==> config.mk <==
export PLATFORM = sky130hd
export DESIGN_NAME = umfic_ctrl
export DESIGN_NICKNAME = d
export VERILOG_FILES = /design/src/logic/umfic_ctrl.v
export VERILOG_INCLUDE_DIRS = /design/src /design/src/logic
export SDC_FILE = /design/constraint.sdc
export NUM_CORES = 1
export LEC_CHECK = 0
export BUFFER_PORTS_ARGS = -buffer_cell sky130_fd_sc_hd__buf_2
export CAP_MARGIN = 20
export CORE_MARGIN = 2
export CORE_UTILIZATION = 35
export CTS_CLUSTER_DIAMETER = 120
export DETAILED_ROUTE_END_ITERATION = 6
export PLACE_DENSITY = 0.61
export SETUP_SLACK_MARGIN = 0.15
export SLEW_MARGIN = 20
export SYNTH_ARGS = -nofsm -noshare
export SYNTH_HDL_FRONTEND = slang
export SYNTH_SLANG_ARGS = --single-unit
==> constraint.sdc <==
create_clock -name sys_clk -period 2.35 [get_ports sys_clk]
set_clock_uncertainty 0.15 [all_clocks]
set_input_delay 0.235 -clock sys_clk [delete_from_list [all_inputs] [get_ports sys_clk]]
set_output_delay 0.235 -clock sys_clk [all_outputs]
set_load 0.02 [all_outputs]
==> src/logic/umfic_defs.vh <==
`ifndef UMFIC_DEFS_VH
`define UMFIC_DEFS_VH

// Byte addresses of the register words
`define UMFIC_OFS_HCTRL 5'h00
`define UMFIC_OFS_HSTAT 5'h04
`define UMFIC_OFS_FCTRL 5'h08
`define UMFIC_OFS_IID 5'h0C
`define UMFIC_OFS_IEN 5'h10

// Handshake control fields
`define UMFIC_HC_DTR 0
`define UMFIC_HC_RTS 1
`define UMFIC_HC_LRI 2
`define UMFIC_HC_IRQEN 3
`define UMFIC_HC_LOOP 4

// Handshake status change flags
`define UMFIC_HS_CTSCHG 0
`define UMFIC_HS_DSRCHG 1
`define UMFIC_HS_RIEDGE 2
`define UMFIC_HS_DCDCHG 3

// FIFO control fields
`define UMFIC_FC_EN 0
`define UMFIC_FC_RXRST 1
`define UMFIC_FC_TXRST 2
`define UMFIC_FC_DMA 3
`define UMFIC_FC_TRIG_LO 6
`define UMFIC_FC_TRIG_HI 7

// Interrupt enable fields
`define UMFIC_IE_RX 0
`define UMFIC_IE_TX 1
`define UMFIC_IE_LINE 2
`define UMFIC_IE_MODEM 3

// Receive trigger levels in bytes
`define UMFIC_TRIG_0 5'h01
`define UMFIC_TRIG_1 5'h04
`define UMFIC_TRIG_2 5'h08
`define UMFIC_TRIG_3 5'h0E

// Interrupt identification codes, bits 3:0
`define UMFIC_ID_NONE 4'h1
`define UMFIC_ID_LINE 4'h6
`define UMFIC_ID_RX 4'h4
`define UMFIC_ID_TMO 4'hC
`define UMFIC_ID_TX 4'h2
`define UMFIC_ID_MODEM 4'h0

// Reset values
`define UMFIC_RST_HCTRL 5'h00
`define UMFIC_RST_IEN 4'h0
`define UMFIC_RST_TRIG 2'h0

`endif

==> src/logic/umfic_ctrl.v <==
`timescale 1ns/1ps
`include "umfic_defs.vh"

// How it works
// - Loopback bit 4 forces serial output high and feeds receiver from transmitter.
// - Loopback holds all modem control output pins inactive.
// - Loopback feeds modem inputs from control bits 0,1,2,3 instead of pins.
// - Control bit 3 gates the interrupt output; in loopback it is carrier detect.
// - RTS pin is inverse of control bit 1, DTR pin inverse of bit 0.
// - Status bits 7..4 show carrier, ring, set-ready, clear-to-send as active values.
// - Carrier, set-ready and clear-to-send changes set sticky flags until status read.
// - Ring pin rising low to high sets the ring edge flag until status read.
// - Bits 7:6 pick trigger 1,4,8,14; receive interrupt when count exceeds it.
// - Bit 3 with FIFO mode switches DMA signalling to mode 1.
// - Writing bit 2 pulses a transmit FIFO counter reset; bit self-clears.
// - Writing bit 1 pulses a receive FIFO counter reset; bit self-clears.
// - Bit 0 enables FIFO mode, else single character buffer mode.
// - Identification bits 7,6 read FIFO enable; bits 5,4 read zero.
// - Identification bit 0 is one when idle; bits 3:1 give top source.
// - Line errors rank first, code 0110, cleared by reading line status.
// - Receive ready or trigger ranks second, below timeout, code 0100, cleared by draining.
// - FIFO timeout ranks second, code 1100; bit 3 zero outside FIFO mode.
// - Transmit empty ranks third, code 0010, cleared by write or identification read.
// - Modem change flags rank fourth, code 0000, cleared by status read.
// - Enable bits 3..0 gate modem, line, transmit, receive; bits 7..4 read zero.
module umfic_ctrl #(
    parameter CNT_W = 5
) (
    input wire sys_clk,
    input wire rst,
    input wire [4:0] address,
    input wire read,
    input wire write,
    input wire [31:0] writedata,
    input wire [3:0] byteenable,
    output reg [31:0] readdata,
    output reg waitrequest,
    input wire serialInPin,
    output reg serialOutPin,
    input wire txShiftOut,
    output reg rxSerialData,
    input wire ctsPinN,
    input wire dsrPinN,
    input wire riPinN,
    input wire dcdPinN,
    output reg rtsPinN,
    output reg dtrPinN,
    input wire [CNT_W-1:0] rxCount,
    input wire rxDataReady,
    input wire lineErrorActive,
    input wire rxTimeoutActive,
    input wire txBufEmpty,
    output reg fifoEnable,
    output reg dmaMode1,
    output reg txFifoReset,
    output reg rxFifoReset,
    output reg uartIrq
);

    reg [4:0] hctrl_reg;
    reg [3:0] ien_reg;
    reg fifoEn_reg;
    reg dmaSel_reg;
    reg [1:0] trig_reg;
    reg [3:0] chgFlags_reg;
    reg [3:0] prevIn_reg;
    reg prevRiPin_reg;
    reg txPend_reg;
    reg prevTxEmpty_reg;
    reg [4:0] pinSync1_reg;
    reg [4:0] pinSync2_reg;

    wire loopOn;
    wire ctsIn;
    wire dsrIn;
    wire riIn;
    wire dcdIn;
    wire riPinLevel;
    wire [3:0] modemIn;
    wire reqNew;
    wire rdNew;
    wire wrDo;
    wire rxAbove;
    wire srcLine;
    wire srcRx;
    wire srcTmo;
    wire srcTx;
    wire srcModem;
    wire [3:0] idCode;
    wire [7:0] iidByte;
    wire [7:0] hstatByte;
    reg [31:0] readMux;
    wire selHctrl;
    wire selHstat;
    wire selFctrl;
    wire selIid;
    wire selIen;
    wire wrHctrl;
    wire wrFctrl;
    wire wrIen;
    wire rdHstat;
    wire rdIid;
    reg [3:0] chgFlags_next;
    reg txPend_next;

    function [CNT_W-1:0] trigDepth;
        input [1:0] sel;
        begin
            case (sel)
                2'h0: trigDepth = `UMFIC_TRIG_0;
                2'h1: trigDepth = `UMFIC_TRIG_1;
                2'h2: trigDepth = `UMFIC_TRIG_2;
                default: trigDepth = `UMFIC_TRIG_3;
            endcase
        end
    endfunction

    function [3:0] topSource;
        input line;
        input rx;
        input tmo;
        input tx;
        input modem;
        begin
            if (line) begin
                topSource = `UMFIC_ID_LINE;
            end else if (tmo) begin
                topSource = `UMFIC_ID_TMO;
            end else if (rx) begin
                topSource = `UMFIC_ID_RX;
            end else if (tx) begin
                topSource = `UMFIC_ID_TX;
            end else if (modem) begin
                topSource = `UMFIC_ID_MODEM;
            end else begin
                topSource = `UMFIC_ID_NONE;
            end
        end
    endfunction

    function hitReg;
        input [4:0] addr;
        input [4:0] ofs;
        begin
            hitReg = (addr == ofs);
        end
    endfunction

    // Loopback takes the control bit; pins are active low
    function loopSel;
        input loop;
        input ctrlBit;
        input pinN;
        begin
            loopSel = loop ? ctrlBit : ~pinN;
        end
    endfunction

    function levelMoved;
        input nowLevel;
        input oldLevel;
        begin
            levelMoved = nowLevel != oldLevel;
        end
    endfunction

    // Pins come from outside the clock domain
    always @(posedge sys_clk) begin
        if (rst) begin
            pinSync1_reg <= 5'h1F;
            pinSync2_reg <= 5'h1F;
        end else begin
            pinSync1_reg <= {serialInPin, dcdPinN, riPinN, dsrPinN, ctsPinN};
            pinSync2_reg <= pinSync1_reg;
        end
    end

    assign loopOn = hctrl_reg[`UMFIC_HC_LOOP];
    assign ctsIn = loopSel(loopOn, hctrl_reg[`UMFIC_HC_RTS], pinSync2_reg[0]);
    assign dsrIn = loopSel(loopOn, hctrl_reg[`UMFIC_HC_DTR], pinSync2_reg[1]);
    assign riIn = loopSel(loopOn, hctrl_reg[`UMFIC_HC_LRI], pinSync2_reg[2]);
    assign dcdIn = loopSel(loopOn, hctrl_reg[`UMFIC_HC_IRQEN], pinSync2_reg[3]);
    assign riPinLevel = ~riIn;
    assign modemIn = {dcdIn, riIn, dsrIn, ctsIn};
    assign hstatByte = {modemIn, chgFlags_reg};

    // One wait state: the first edge of a request answers, the next one completes it
    assign reqNew = (read | write) & waitrequest;
    assign rdNew = read & waitrequest;
    assign wrDo = write & ~waitrequest & byteenable[0];

    assign selHctrl = hitReg(address, `UMFIC_OFS_HCTRL);
    assign selHstat = hitReg(address, `UMFIC_OFS_HSTAT);
    assign selFctrl = hitReg(address, `UMFIC_OFS_FCTRL);
    assign selIid = hitReg(address, `UMFIC_OFS_IID);
    assign selIen = hitReg(address, `UMFIC_OFS_IEN);
    assign wrHctrl = wrDo & selHctrl;
    assign wrFctrl = wrDo & selFctrl;
    assign wrIen = wrDo & selIen;
    // Read side effects act on the taking edge, together with the snapshot
    assign rdHstat = rdNew & selHstat;
    assign rdIid = rdNew & selIid;

    assign rxAbove = rxCount > trigDepth(trig_reg);
    assign srcLine = ien_reg[`UMFIC_IE_LINE] & lineErrorActive;
    assign srcRx = ien_reg[`UMFIC_IE_RX] & (fifoEn_reg ? rxAbove : rxDataReady);
    assign srcTmo = ien_reg[`UMFIC_IE_RX] & fifoEn_reg & rxTimeoutActive;
    assign srcTx = ien_reg[`UMFIC_IE_TX] & txPend_reg;
    assign srcModem = ien_reg[`UMFIC_IE_MODEM] & (|chgFlags_reg);
    assign idCode = topSource(srcLine, srcRx, srcTmo, srcTx, srcModem);
    assign iidByte = {fifoEn_reg, fifoEn_reg, 2'h0, idCode};

    always @* begin
        readMux = 32'h00000000;
        case (address)
            `UMFIC_OFS_HCTRL: readMux[4:0] = hctrl_reg;
            `UMFIC_OFS_HSTAT: readMux[7:0] = hstatByte;
            `UMFIC_OFS_IID: readMux[7:0] = iidByte;
            `UMFIC_OFS_IEN: readMux[3:0] = ien_reg;
            default: readMux = 32'h00000000;
        endcase
    end

    // Bus slave
    always @(posedge sys_clk) begin
        if (rst) begin
            waitrequest <= 1'b1;
        end else begin
            waitrequest <= ~reqNew;
        end
    end

    // Snapshot on the taking edge so a read that clears flags still returns them
    always @(posedge sys_clk) begin
        if (rst) begin
            readdata <= 32'h00000000;
        end else if (rdNew) begin
            readdata <= readMux;
        end
    end

    // Software registers
    always @(posedge sys_clk) begin
        if (rst) begin
            hctrl_reg <= `UMFIC_RST_HCTRL;
        end else if (wrHctrl) begin
            hctrl_reg <= writedata[4:0];
        end
    end

    always @(posedge sys_clk) begin
        if (rst) begin
            ien_reg <= `UMFIC_RST_IEN;
        end else if (wrIen) begin
            ien_reg <= writedata[3:0];
        end
    end

    always @(posedge sys_clk) begin
        if (rst) begin
            fifoEn_reg <= 1'b0;
            dmaSel_reg <= 1'b0;
            trig_reg <= `UMFIC_RST_TRIG;
            txFifoReset <= 1'b0;
            rxFifoReset <= 1'b0;
        end else begin
            txFifoReset <= 1'b0;
            rxFifoReset <= 1'b0;
            if (wrFctrl) begin
                // Other bits still apply if bit 0 is clear; software orders its writes
                fifoEn_reg <= writedata[`UMFIC_FC_EN];
                dmaSel_reg <= writedata[`UMFIC_FC_DMA];
                trig_reg <= writedata[`UMFIC_FC_TRIG_HI:`UMFIC_FC_TRIG_LO];
                txFifoReset <= writedata[`UMFIC_FC_TXRST];
                rxFifoReset <= writedata[`UMFIC_FC_RXRST];
            end
        end
    end

    // Input history for the change detectors
    always @(posedge sys_clk) begin
        if (rst) begin
            prevIn_reg <= 4'h0;
            prevRiPin_reg <= 1'b1;
        end else begin
            prevIn_reg <= modemIn;
            prevRiPin_reg <= riPinLevel;
        end
    end

    // Modem change flags; a change in the read cycle survives the clear
    always @* begin
        chgFlags_next = chgFlags_reg;
        if (rdHstat) begin
            chgFlags_next = 4'h0;
        end
        if (levelMoved(dcdIn, prevIn_reg[3])) begin
            chgFlags_next[`UMFIC_HS_DCDCHG] = 1'b1;
        end
        if (riPinLevel && !prevRiPin_reg) begin
            chgFlags_next[`UMFIC_HS_RIEDGE] = 1'b1;
        end
        if (levelMoved(dsrIn, prevIn_reg[1])) begin
            chgFlags_next[`UMFIC_HS_DSRCHG] = 1'b1;
        end
        if (levelMoved(ctsIn, prevIn_reg[0])) begin
            chgFlags_next[`UMFIC_HS_CTSCHG] = 1'b1;
        end
    end

    always @(posedge sys_clk) begin
        if (rst) begin
            chgFlags_reg <= 4'h0;
        end else begin
            chgFlags_reg <= chgFlags_next;
        end
    end

    // Transmit empty event: a fresh empty edge outranks the clear
    always @* begin
        txPend_next = txPend_reg;
        if (txBufEmpty && !prevTxEmpty_reg) begin
            txPend_next = 1'b1;
        end else if (!txBufEmpty) begin
            txPend_next = 1'b0;
        end else if (rdIid && idCode == `UMFIC_ID_TX) begin
            txPend_next = 1'b0;
        end
    end

    always @(posedge sys_clk) begin
        if (rst) begin
            txPend_reg <= 1'b0;
            prevTxEmpty_reg <= 1'b0;
        end else begin
            txPend_reg <= txPend_next;
            prevTxEmpty_reg <= txBufEmpty;
        end
    end

    // Serial path, all registered
    always @(posedge sys_clk) begin
        if (rst) begin
            serialOutPin <= 1'b1;
            rxSerialData <= 1'b1;
        end else begin
            serialOutPin <= loopOn | txShiftOut;
            rxSerialData <= loopOn ? txShiftOut : pinSync2_reg[4];
        end
    end

    // Modem control pins idle high, their inactive level
    always @(posedge sys_clk) begin
        if (rst) begin
            rtsPinN <= 1'b1;
            dtrPinN <= 1'b1;
        end else begin
            rtsPinN <= loopOn | ~hctrl_reg[`UMFIC_HC_RTS];
            dtrPinN <= loopOn | ~hctrl_reg[`UMFIC_HC_DTR];
        end
    end

    always @(posedge sys_clk) begin
        if (rst) begin
            fifoEnable <= 1'b0;
            dmaMode1 <= 1'b0;
        end else begin
            fifoEnable <= fifoEn_reg;
            dmaMode1 <= fifoEn_reg & dmaSel_reg;
        end
    end

    // Interrupt lags its source by one edge but never glitches at the pin
    always @(posedge sys_clk) begin
        if (rst) begin
            uartIrq <= 1'b0;
        end else begin
            uartIrq <= hctrl_reg[`UMFIC_HC_IRQEN] & ~idCode[0];
        end
    end

endmodule // umfic_ctrl

==> tab_implementation.tex, run 1 <==
\begin{tabular}{lr}
\hline
Metric & Value \\
\hline
\multicolumn{2}{l}{\textbf{Run status}} \\
Outcome & finished, final reports clean \\
\multicolumn{2}{l}{\textbf{STA}} \\
Number of endpoints failing setup at the final stage & 0 \\
Timing-limited maximum frequency & 526 MHz \\
Unrepaired setup endpoints after global routing & false \\
Max Transition Viols Final & 0 \\
Share of the clock period used by the worst path after layout & 0.809 \\
Tmin final & 1.90 ns \\
Number of endpoints with negative hold slack in the final report & 0 \\
Summed negative setup slack over all endpoints & 0 ns \\
\multicolumn{2}{l}{\textbf{Die}} \\
Y dimension of the die & between 80 and 90 um \\
Floorplan die area & around 7400 um2 \\
Width of the chip & 86.1 um \\
Std-Cell Core Area & 6420 um2 \\
Effective utilization at floorplan & 0.367 \\
Boundary Pins & 102 \\
Placement Rows & 29 \\
\multicolumn{2}{l}{\textbf{Final layout}} \\
Final instance count without filler cells & around 380 \\
Ratio of cells with drive above 1 in the final layout & 0.254 \\
Area growth, synth to finish & 18.2\% \\
Non-Filler Cell Area, Final & about 2800 um2 \\
Antenna diodes & 0 \\
Top reg by flops & readdata \\
Final \#Nets & 370 \\
Largest register FFs & 8 \\
\multicolumn{2}{l}{\textbf{Clock tree}} \\
Sinks on the clock net & 51 \\
Clock insertion delay at the later pin of the skew report & 0.31 ns \\
CTS tree & yes \\
Setup repair bufs after CTS & 0 \\
H-tree level count & 2 \\
Clock-pin slew on the worst setup and hold paths & 0.09 ns \\
Maximum number of buffers from clock root to sink & 2 \\
Total CTS buffers & 5 \\
Post-CTS Resized & 0 \\
Root buf cell & clkbuf\_8 \\
CTS Hold Bufs & 8 \\
\multicolumn{2}{l}{\textbf{Global routing}} \\
Number of global-route vias before repair & between 1,500 and 2,000 \\
GR Overflow Total & 0 \\
Largest net degree at the start of global routing & 34 \\
Total routing usage reported by global routing & 0.135 \\
Antenna violations before repair & 0 \\
Global-route wire length before repair & 7.75 mm \\
\multicolumn{2}{l}{\textbf{Synth}} \\
Flops \& latches, synth & 51 \\
Sequential fraction of the synthesis area & 0.433 \\
Main flop type after synthesis & dfxtp\_1 \\
Mapped Area & 2360 um2 \\
Number of warnings issued by yosys & 0 \\
Proportion of synthesized flip-flops having asynchronous set or reset & 0 \\
Number of distinct library cells after synthesis & around 50 \\
Synthesized instance count & about 250 \\
Mean instance size in the synthesized netlist & roughly 9.4 um2 \\
Count of flip-flops with a built-in enable after synthesis & 0 \\
\multicolumn{2}{l}{\textbf{Routing}} \\
Vias post-DR & 1,792 \\
Starting DRC count in detailed routing & 138 \\
Via density per instance & 4.67 \\
Wirelength per Cell & 12.8 um \\
Residual antenna-violating net count after detailed routing & 0 \\
Number of detailed-route iterations in the first pass & 4 \\
Detailed-route wire length & 4.91 mm \\
Drc violations & 0 \\
\multicolumn{2}{l}{\textbf{Power}} \\
Power, Total & 1.81 mW \\
P\_leak & 1.30 nW \\
Max rail drop VDD & 0.000308 V \\
Power per cell area & 652 nW/um2 \\
\multicolumn{2}{l}{\textbf{Place}} \\
Weighted congestion at the end of routability-driven global placement & 0.824 \\
Number of port buffers & 49 \\
Post-Place Cells & 368 \\
Cell area after placement & 2560 um2 \\
HPWL after detailed placement & 3.70 mm \\
\multicolumn{2}{l}{\textbf{Worst hold path}} \\
Tightest Hold Check Type & primary input to flip-flop \\
\multicolumn{2}{l}{\textbf{Setup path}} \\
Critical path launch point type & flip-flop \\
Worst Path Arrival & 1.93 ns \\
Critical path required time & 2.38 ns \\
Critical setup path kind & flip-flop to flip-flop \\
Largest fanout of any net on the critical path & 4 \\
Worst Setup End Kind & flip-flop \\
\multicolumn{2}{l}{\textbf{Job}} \\
Maximum Capacitance Violations & 0 \\
\hline
\end{tabular}
-- cell usage after synthesis (2+ instances only) --
cell       n  area (um2)
and3_1     6        37.5
and4_1     2        17.5
buf_4     24         180
and2_1     6        37.5
mux2_2     2        22.5
nor3_4     2        32.5
ha_1       4        50.1
nor2b_1    3        18.8
o22ai_1    2        12.5
nand2_1   17        63.8
nand3_1   12        60.1
a21oi_1    9        45.0
dfxtp_1   51        1020
a31oi_1    3        18.8
o21ai_0    4        20.0
nor2_1    19        71.3
a21boi_0   2        15.0
xnor2_1    3        26.3
or2_2     11        68.8
nor3b_1    3        22.5
mux2i_1   20         200
clkbuf_1   7        26.3
inv_1     13        48.8
nand4_1    2        12.5
-- worst paths after layout --
check | to | start | depth (start not counted) | slack [ns]
setup / recovery | uartIrq | trig_reg[1] | 6 | 0.45
hold / removal | trig_reg[0] | writedata[6] | 3 | 0.003
setup reg to reg | uartIrq | trig_reg[1] | 6 | 0.45
hold reg to reg | pinSync2_reg[3] | pinSync1_reg[3] | 1 | 0.26
-- layout by cell type (no fill, tap or decap), types with 3 or more instances in the layout --
master	Yosys	final
nor2_1	19	19
o21ai_0	4	4
a21oi_1	9	9
nor3b_1	3	3
conb_1	1	24
dfxtp_1	51	51
clkbuf_8	0	5
and3_1	6	6
mux2i_1	20	20
or2_2	11	11
nand3_1	12	12
xnor2_1	3	3
and2_1	6	6
nand2_1	17	17
inv_1	13	13
dlygate4sd3_1	0	8
ha_1	4	4
a31oi_1	3	3
nor2b_1	3	3
buf_2	1	49
-- cell type report --
type / count / area, um2
Clock inverter: 3 / 71.3
Timing Repair Buffer: 58 / 333
Clock buffer: 5 / 68.8
Tap cell: 77 / 96.3
Fill cell: 644 / 3640
Inverter: 13 / 48.8
Sequential cell: 51 / 1020
Multi-Input combinational cell: 177 / 1150
-- per-layer routing --
metal  up-vias  wire (um)  share of wire  global-route usage
met5         -          0              0                   0
met4         0         77          0.016              0.0519
met3         5        288          0.059              0.0318
met2        56       2290           0.47               0.218
met1       809       2260           0.46               0.175
li1        922          -              -                   -
-- logic make-up (layout without fill, tap and decap cells) --
logic type / Yosys count / count (layout) / synth area share
buf+inv: 47 / 79 / 0.117
flops: 51 / 51 / 0.433
compound gates: 34 / 34 / 0.100
simple gates: 90 / 90 / 0.221
xor+xnor: 3 / 3 / 0.0111
fa+ha+maj: 4 / 4 / 0.0212
mux: 22 / 22 / 0.0945
other cells: 1 / 24 / 0.00159
-- per-stage QoR --
step                worst slack (ns)   util  hold WS, ns
finish                         0.450  0.434      0.00304
global placement               0.510  0.399        0.241
detailed placement             0.455  0.399        0.242
global route                   0.296  0.434       0.0244
CTS                            0.442  0.434      0.00395
floorplan                      0.667      -        0.184
-- power breakdown --
part	switching [mW]	internal (mW)
registers	0.0104	0.885
clock network	0.308	0.432
logic	0.115	0.0643
total	0.433	1.38
-- critical path: stages (launching register included) --
cell and delay (ns):
dfxtp_1 0.39, nand2_1 0.08, ha_1 0.28, nand3_1 0.09, o311a_1 0.31, a22oi_1 0.33
a211oi_1 0.15
(Power assumes the default switching activity.)
==> inputs of run 2 (changes only) <==
- PLACE_DENSITY: 0.61 -> 0.63
- clock period: 2.35 -> 1.7 ns (I/O delays scaled with it)
==> run 2 against run 1 <==
The flow now finishes with violations (setup timing). Sequential power rose by 38%. Sequential cell count did not move. Critical path depth fell by 2. Final area rose by 7.5%. Non-clock buffer count rose by 14. Combinational power rose by 63%. First-iteration DRC count fell by 36%. Utilization rose by 3.3 points. Die area did not move.
==> tab_implementation.tex, run 2 (synthesis results as in run 1) <==
\begin{tabular}{lr}
\hline
Metric & Value \\
\hline
\multicolumn{2}{l}{\textbf{Run status}} \\
Violations in the final reports & setup timing \\
Outcome & finished, violations left \\
\multicolumn{2}{l}{\textbf{Final layout}} \\
Antenna diodes & 0 (unchanged) \\
Area growth, synth to finish & 27.1\% \\
Largest register FFs & 8 (unchanged) \\
Highest-count cells in the layout ignoring fill and taps & 49 x buf\_2, 45 x dfxtp\_1, 24 x conb\_1 \\
Leading cell type in the layout, fill and taps excluded & buf\_2 \\
Final-layout fill cell count & 627 (-2.6\%) \\
Top reg by flops & readdata \\
Final instance count without filler cells & 398 (+3.6\%) \\
Non-Filler Cell Area, Final & 3000 um2 (+7.5\%) \\
Ratio of cells with drive above 1 in the final layout & 0.321 (+0.0668) \\
Final core occ & 0.466 (+0.0327) \\
Final \#Nets & 384 (+3.8\%) \\
\multicolumn{2}{l}{\textbf{STA}} \\
Hold WS & 0.118 ns (+0.115 ns) \\
Max Transition Viols Final & 0 (unchanged) \\
Number of endpoints with negative hold slack in the final report & 0 (unchanged) \\
Unrepaired setup endpoints after global routing & true \\
Timing-limited maximum frequency & 574 MHz (+9.0\%) \\
Worst setup margin & -0.0437 ns (-0.493 ns) \\
Number of endpoints failing setup at the final stage & 4 (+4) \\
Summed negative setup slack over all endpoints & -0.0996 ns (-0.0996 ns) \\
Share of the clock period used by the worst path after layout & 1.03 (+0.217) \\
Tmin final & 1.74 ns (-0.157 ns) \\
\multicolumn{2}{l}{\textbf{Clock tree}} \\
Root buf cell & clkbuf\_8 \\
Sinks on the clock net & 51 (unchanged) \\
Total CTS buffers & 5 (unchanged) \\
Setup repair bufs after CTS & 0 (unchanged) \\
CTS tree & yes \\
Maximum number of buffers from clock root to sink & 2 (unchanged) \\
H-tree level count & 2 (unchanged) \\
Clock-pin slew on the worst setup and hold paths & 0.09 ns (about the same) \\
Clock insertion delay at the later pin of the skew report & 0.31 ns (about the same) \\
\multicolumn{2}{l}{\textbf{Routing}} \\
Vias post-DR & 1,877 (+4.7\%) \\
Via density per instance & 4.72 (+1.1\%) \\
Wirelength per Cell & 12.9 um (+1.2\%) \\
Drc violations & 0 (unchanged) \\
Number of detailed-route iterations in the first pass & 4 (unchanged) \\
Detailed-route wire length & 5.15 mm (+4.9\%) \\
Starting DRC count in detailed routing & 88 (-36\%) \\
Residual antenna-violating net count after detailed routing & 0 (unchanged) \\
\multicolumn{2}{l}{\textbf{Global routing}} \\
GR Overflow Total & 0 (unchanged) \\
Global-route wire length before repair & 8.02 mm (+3.5\%) \\
Antenna violations before repair & 1 (+1) \\
Largest net degree at the start of global routing & 38 (+12\%) \\
Number of global-route vias before repair & 1,732 (+6.1\%) \\
Total routing usage reported by global routing & 0.140 (+0.00448) \\
\multicolumn{2}{l}{\textbf{Worst hold path}} \\
Tightest Hold Check Type & primary input to flip-flop \\
\multicolumn{2}{l}{\textbf{Place}} \\
HPWL after detailed placement & 3.80 mm (+2.7\%) \\
Weighted congestion at the end of routability-driven global placement & 0.828 (+0.51\%) \\
Cell area after placement & 2660 um2 (+3.6\%) \\
Post-Place Cells & 374 (+1.6\%) \\
Number of port buffers & 49 (unchanged) \\
Pre-CTS setup slack & -0.0652 ns (-0.520 ns) \\
\multicolumn{2}{l}{\textbf{Power}} \\
P\_leak & 1.38 nW (+5.6\%) \\
Power, Total & 2.43 mW (+34\%) \\
Max rail drop VDD & 0.000429 V (+39\%) \\
Power per cell area & 811 nW/um2 (+24\%) \\
\multicolumn{2}{l}{\textbf{Setup path}} \\
Flop-to-flop setup slack & -0.04 ns (-0.49 ns) \\
Largest fanout of any net on the critical path & 2 (-2) \\
Worst Path Arrival & 1.86 ns (-0.07 ns) \\
Startpoint of the worst-slack reg-to-reg timing path & chgFlags\_reg[1] \\
CP max-delay cell & or4\_4 \\
Critical path destination & readdata[0] \\
Worst setup path startpoint & chgFlags\_reg[1] \\
Worst path cell trace & or4\_4 > a222oi\_1 > and3\_1 > a21bo\_1 \\
Critical path required time & 1.81 ns (-0.57 ns) \\
Critical setup path kind & flip-flop to flip-flop \\
Worst Setup End Kind & flip-flop \\
FF-to-FF path depth & 4 (-2) \\
Critical path launch point type & flip-flop \\
Stage delay of the slowest cell on the critical path & 0.52 ns (+0.13 ns) \\
Crit Reg-Reg Endpoint & readdata[0] \\
\multicolumn{2}{l}{\textbf{Die}} \\
Floorplan die area & 7410 um2 (unchanged) \\
Boundary Pins & 102 (unchanged) \\
Effective utilization at floorplan & 0.367 (unchanged) \\
Y dimension of the die & 86.1 um (unchanged) \\
Std-Cell Core Area & 6420 um2 (unchanged) \\
Placement Rows & 29 (unchanged) \\
Width of the chip & 86.1 um (unchanged) \\
\multicolumn{2}{l}{\textbf{Job}} \\
Maximum Capacitance Violations & 0 (unchanged) \\
\hline
\end{tabular}
==> run 2: changes by cell type in the layout (fill, tap and decap cells not counted), sizes merged <==
cell,previous run,this run
buf,50,56
bufinv,2,1
clkbuf,5,6
dlygate4sd3,8,16
==> run 2: cell type report <==
cell class / count / area (um2) / share of cell area
Clock inverter: 2 / 38.8 / 0.0129
Sequential cell: 51 / 1030 / 0.345
Clock buffer: 6 / 82.6 / 0.0276
Tap cell: 77 / 96.3 / 0.0322
Multi-Input combinational cell: 177 / 1240 / 0.413
Timing Repair Buffer: 72 / 458 / 0.153
Inverter: 13 / 48.8 / 0.0163
==> run 2: layer usage <==
metal  global-route usage  part of all wire  vias to the layer above
li1                     -                 -                      951
met1                0.180              0.47                      856
met2                0.214              0.44                       62
met3               0.0346             0.068                        8
met4               0.0765             0.018                        0
met5                    0                 0                        -
==> run 2: worst min-delay path by stage <==
stage / slack [ns] / from / endpoint / cells after the start
finish: 0.12 / read / readdata[5] / 4
global route: 0.14 / read / readdata[5] / 4
CTS: 0.12 / address[3] / readdata[7] / 4
detailed placement: 0.21 / ctsPinN / pinSync1_reg[0] / 2
global placement: 0.20 / riPinN / pinSync1_reg[2] / 2
floorplan: 0.12 / txShiftOut / serialOutPin / 1
==> run 2: power by group <==
group | switching [mW] | internal, mW | total, mW | leakage [nW]
combinational | 0.172 | 0.119 | 0.291 | 0.895
sequential | 0.0142 | 1.22 | 1.24 | 0.419
clock | 0.416 | 0.484 | 0.901 | 0.0618
==> run 2: critical path: cells and delay by family (launching register included) <==
kind / cells / cell delay, ns
AO/OA/AOI/OAI: 2 / 0.47
AND/OR/NAND/NOR: 2 / 0.75
flip-flops: 1 / 0.33
==> run 2: what timing repair did <==
action / CTS / global route
setup endpoints to repair: 5 / 14
pin swaps: 2 / 4
hold buffers: 16 / 0
endpoints found under the hold margin: 24 / 0
resized for setup: 3 / 16
==> inputs of run 3 (changes only) <==
- PLACE_DENSITY: 0.63 -> 0.61
- RECOVER_POWER: unset -> 25
- clock period: 1.7 -> 2.05 ns (I/O delays scaled with it)
==> run 3 against run 2 <==
The run ends with hold timing left. Global-route usage fell by 0.99 points. Count of clock-buffer cells in the layout did not move. Clock power fell by 26%. Setup slack improved by 0.32 ns. Combinational power fell by 28%. Fmax fell by 1.9%. Register-to-register slack improved by 0.32 ns. Final area fell by 7.1%. Sequential share of layout area rose by 2.2 points. Cell count fell by 3.0%. Sequential cell count did not move.
==> tab_implementation.tex, run 3 (synthesis results as in run 1) <==
\begin{tabular}{lr}
\hline
Metric & Value \\
\hline
\multicolumn{2}{l}{\textbf{Routing}} \\
Via density per instance & 4.72 (about the same) \\
Residual antenna-violating net count after detailed routing & 0 (unchanged) \\
Drc violations & 0 (unchanged) \\
Detailed-route wire length & 4.83 mm (-6.2\%) \\
Number of detailed-route iterations in the first pass & 4 (unchanged) \\
Starting DRC count in detailed routing & 109 (+24\%) \\
Wirelength per Cell & 12.5 um (-3.3\%) \\
Vias post-DR & 1,822 (-2.9\%) \\
\multicolumn{2}{l}{\textbf{Place}} \\
Number of port buffers & 49 (unchanged) \\
Post-Place Cells & 369 (-1.3\%) \\
Weighted congestion at the end of routability-driven global placement & 0.856 (+3.3\%) \\
HPWL after detailed placement & 3.64 mm (-4.2\%) \\
\multicolumn{2}{l}{\textbf{Setup path}} \\
FF-to-FF path depth & 6 (+2) \\
Worst path cell trace & inv\_1 > ha\_1 > nand3\_1 > o311a\_1 > a22oi\_2 > a211oi\_1 \\
Critical path required time & 2.05 ns (+0.24 ns) \\
Worst Setup End Kind & flip-flop \\
Largest fanout of any net on the critical path & 4 (+2) \\
Stage delay of the slowest cell on the critical path & 0.38 ns (-0.14 ns) \\
CP max-delay cell & dfxtp\_1 \\
Critical setup path kind & flip-flop to flip-flop \\
Critical path launch point type & flip-flop \\
Worst Path Arrival & 1.78 ns (-0.08 ns) \\
\multicolumn{2}{l}{\textbf{Clock tree}} \\
Clock-pin slew on the worst setup and hold paths & 0.09 ns (about the same) \\
CTS tree & yes \\
Setup repair bufs after CTS & 0 (unchanged) \\
Total CTS buffers & 5 (unchanged) \\
H-tree level count & 2 (unchanged) \\
Root buf cell & clkbuf\_8 \\
Sinks on the clock net & 51 (unchanged) \\
Maximum number of buffers from clock root to sink & 2 (unchanged) \\
Clock insertion delay at the later pin of the skew report & 0.29 ns (-0.02 ns) \\
\multicolumn{2}{l}{\textbf{Global routing}} \\
GR Overflow Total & 0 (unchanged) \\
Antenna violations before repair & 0 (-1) \\
Total routing usage reported by global routing & 0.130 (-0.00987) \\
Largest net degree at the start of global routing & 38 (unchanged) \\
Number of global-route vias before repair & 1,608 (-7.2\%) \\
Global-route wire length before repair & 7.58 mm (-5.4\%) \\
\multicolumn{2}{l}{\textbf{STA}} \\
Tmin final & 1.78 ns (+0.0334 ns) \\
Number of endpoints with negative hold slack in the final report & 1 (+1) \\
Unrepaired setup endpoints after global routing & true \\
Share of the clock period used by the worst path after layout & 0.867 (-0.159) \\
Summed negative setup slack over all endpoints & 0 ns (+0.0996 ns) \\
Number of endpoints failing setup at the final stage & 0 (-4) \\
Timing-limited maximum frequency & 563 MHz (-1.9\%) \\
Max\_slew headroom & 0.520 \\
Hold WS & -0.000643 ns (-0.118 ns) \\
Max Transition Viols Final & 0 (unchanged) \\
Tightest Pin Transition & $\sim$0.72 ns \\
\multicolumn{2}{l}{\textbf{Die}} \\
Placement Rows & 29 (unchanged) \\
Std-Cell Core Area & 6420 um2 (unchanged) \\
Floorplan die area & 7410 um2 (unchanged) \\
Effective utilization at floorplan & 0.367 (unchanged) \\
Boundary Pins & 102 (unchanged) \\
Width of the chip & 86.1 um (unchanged) \\
Y dimension of the die & 86.1 um (unchanged) \\
\multicolumn{2}{l}{\textbf{Final layout}} \\
Leading cell type in the layout, fill and taps excluded & dfxtp\_1 \\
Area growth, synth to finish & 18.0\% \\
Highest-count cells in the layout ignoring fill and taps & 50 x dfxtp\_1, 46 x buf\_2, 24 x conb\_1 \\
Final \#Nets & 373 (-2.9\%) \\
Final-layout fill cell count & 652 (+4.0\%) \\
Final instance count without filler cells & 386 (-3.0\%) \\
Top reg by flops & readdata \\
Ratio of cells with drive above 1 in the final layout & 0.249 (-0.0717) \\
Largest register FFs & 8 (unchanged) \\
Antenna diodes & 0 (unchanged) \\
\multicolumn{2}{l}{\textbf{Power}} \\
Clk network pwr share & 0.350 (-0.021) \\
Power per cell area & 683 nW/um2 (-16\%) \\
P\_leak & 1.28 nW (-6.6\%) \\
Sw Pwr & 0.451 mW (-25\%) \\
Fraction of power consumed by combinational cells & 0.111 (-0.009) \\
Switching Fraction & 0.237 (-0.0111) \\
Max rail drop VDD & 0.000376 V (-12\%) \\
Power, Total & 1.90 mW (-22\%) \\
Share of total power in sequential cells & 0.540 (+0.031) \\
Total internal power & 1.45 mW (-21\%) \\
\multicolumn{2}{l}{\textbf{Run status}} \\
Violations in the final reports & hold timing \\
Outcome & finished, violations left \\
\multicolumn{2}{l}{\textbf{Job}} \\
Maximum Capacitance Violations & 0 (unchanged) \\
\multicolumn{2}{l}{\textbf{Worst hold path}} \\
Tightest Hold Check Type & primary input to flip-flop \\
Hold path depth & 3 (-1) \\
\hline
\end{tabular}
-- run 3: worst max-delay path, delay by kind of cell, from the launching register on --
family | cells | cell delay [ns]
buf+inv | 1 | 0.06
fa+ha+maj | 1 | 0.28
compound gates | 3 | 0.65
flops | 1 | 0.38
simple gates | 1 | 0.12
-- run 3: per-stage QoR --
step	setup slack (ns)	utilization	area [um2]
floorplan	0.367	-	2440
global placement	0.215	0.401	2570
detailed placement	0.191	0.401	2570
CTS	0.179	0.432	2780
global route	0.125	0.433	2780
finish	0.273	0.433	2780
-- run 3: repair_timing --
action | in CTS | in global routing
gates resized for setup | 0 | 4
hold buffers | 10 | 0
endpoints found under the setup margin | 0 | 5
endpoints found under the hold margin | 10 | 0
-- run 3: path summary, 6_finish.rpt --
path	startpoint	end	slack [ns]
worst min-delay path	writedata[7]	trig_reg[1]	-0.0006
worst max-delay path	trig_reg[0]	uartIrq	0.27
worst max register to register	trig_reg[0]	uartIrq	0.27
worst min register to register	pinSync1_reg[4]	pinSync2_reg[4]	0.26
-- run 3: power by group through the flow --
stage               Combinational (mW)  Sequential, mW  Clock, mW
CTS                              0.210            1.03      0.683
global placement                 0.193            1.05          0
finish                           0.210            1.03      0.664
global route                     0.231            1.03      0.722
detailed placement               0.195            1.05          0
floorplan                        0.162            1.05          0
-- run 3: final cells by class --
cell class,instances,area [um2],share of cell area
Sequential cell,51,1020,0.368
Multi-Input combinational cell,177,1160,0.416
Clock inverter,1,30.0,0.0108
Clock buffer,6,72.6,0.0261
Tap cell,77,96.3,0.0346
Inverter,13,48.8,0.0175
Timing Repair Buffer,61,354,0.127
-- run 3: layer usage --
metal  part of all wire  vias to the layer above  global-route usage  routed length, um
li1                   -                      928                   -                  -
met1               0.44                      828               0.172               2150
met2               0.47                       59               0.207               2280
met3              0.073                        7              0.0356                353
met4              0.011                        0              0.0375                 51
met5                  0                        -                   0                  0
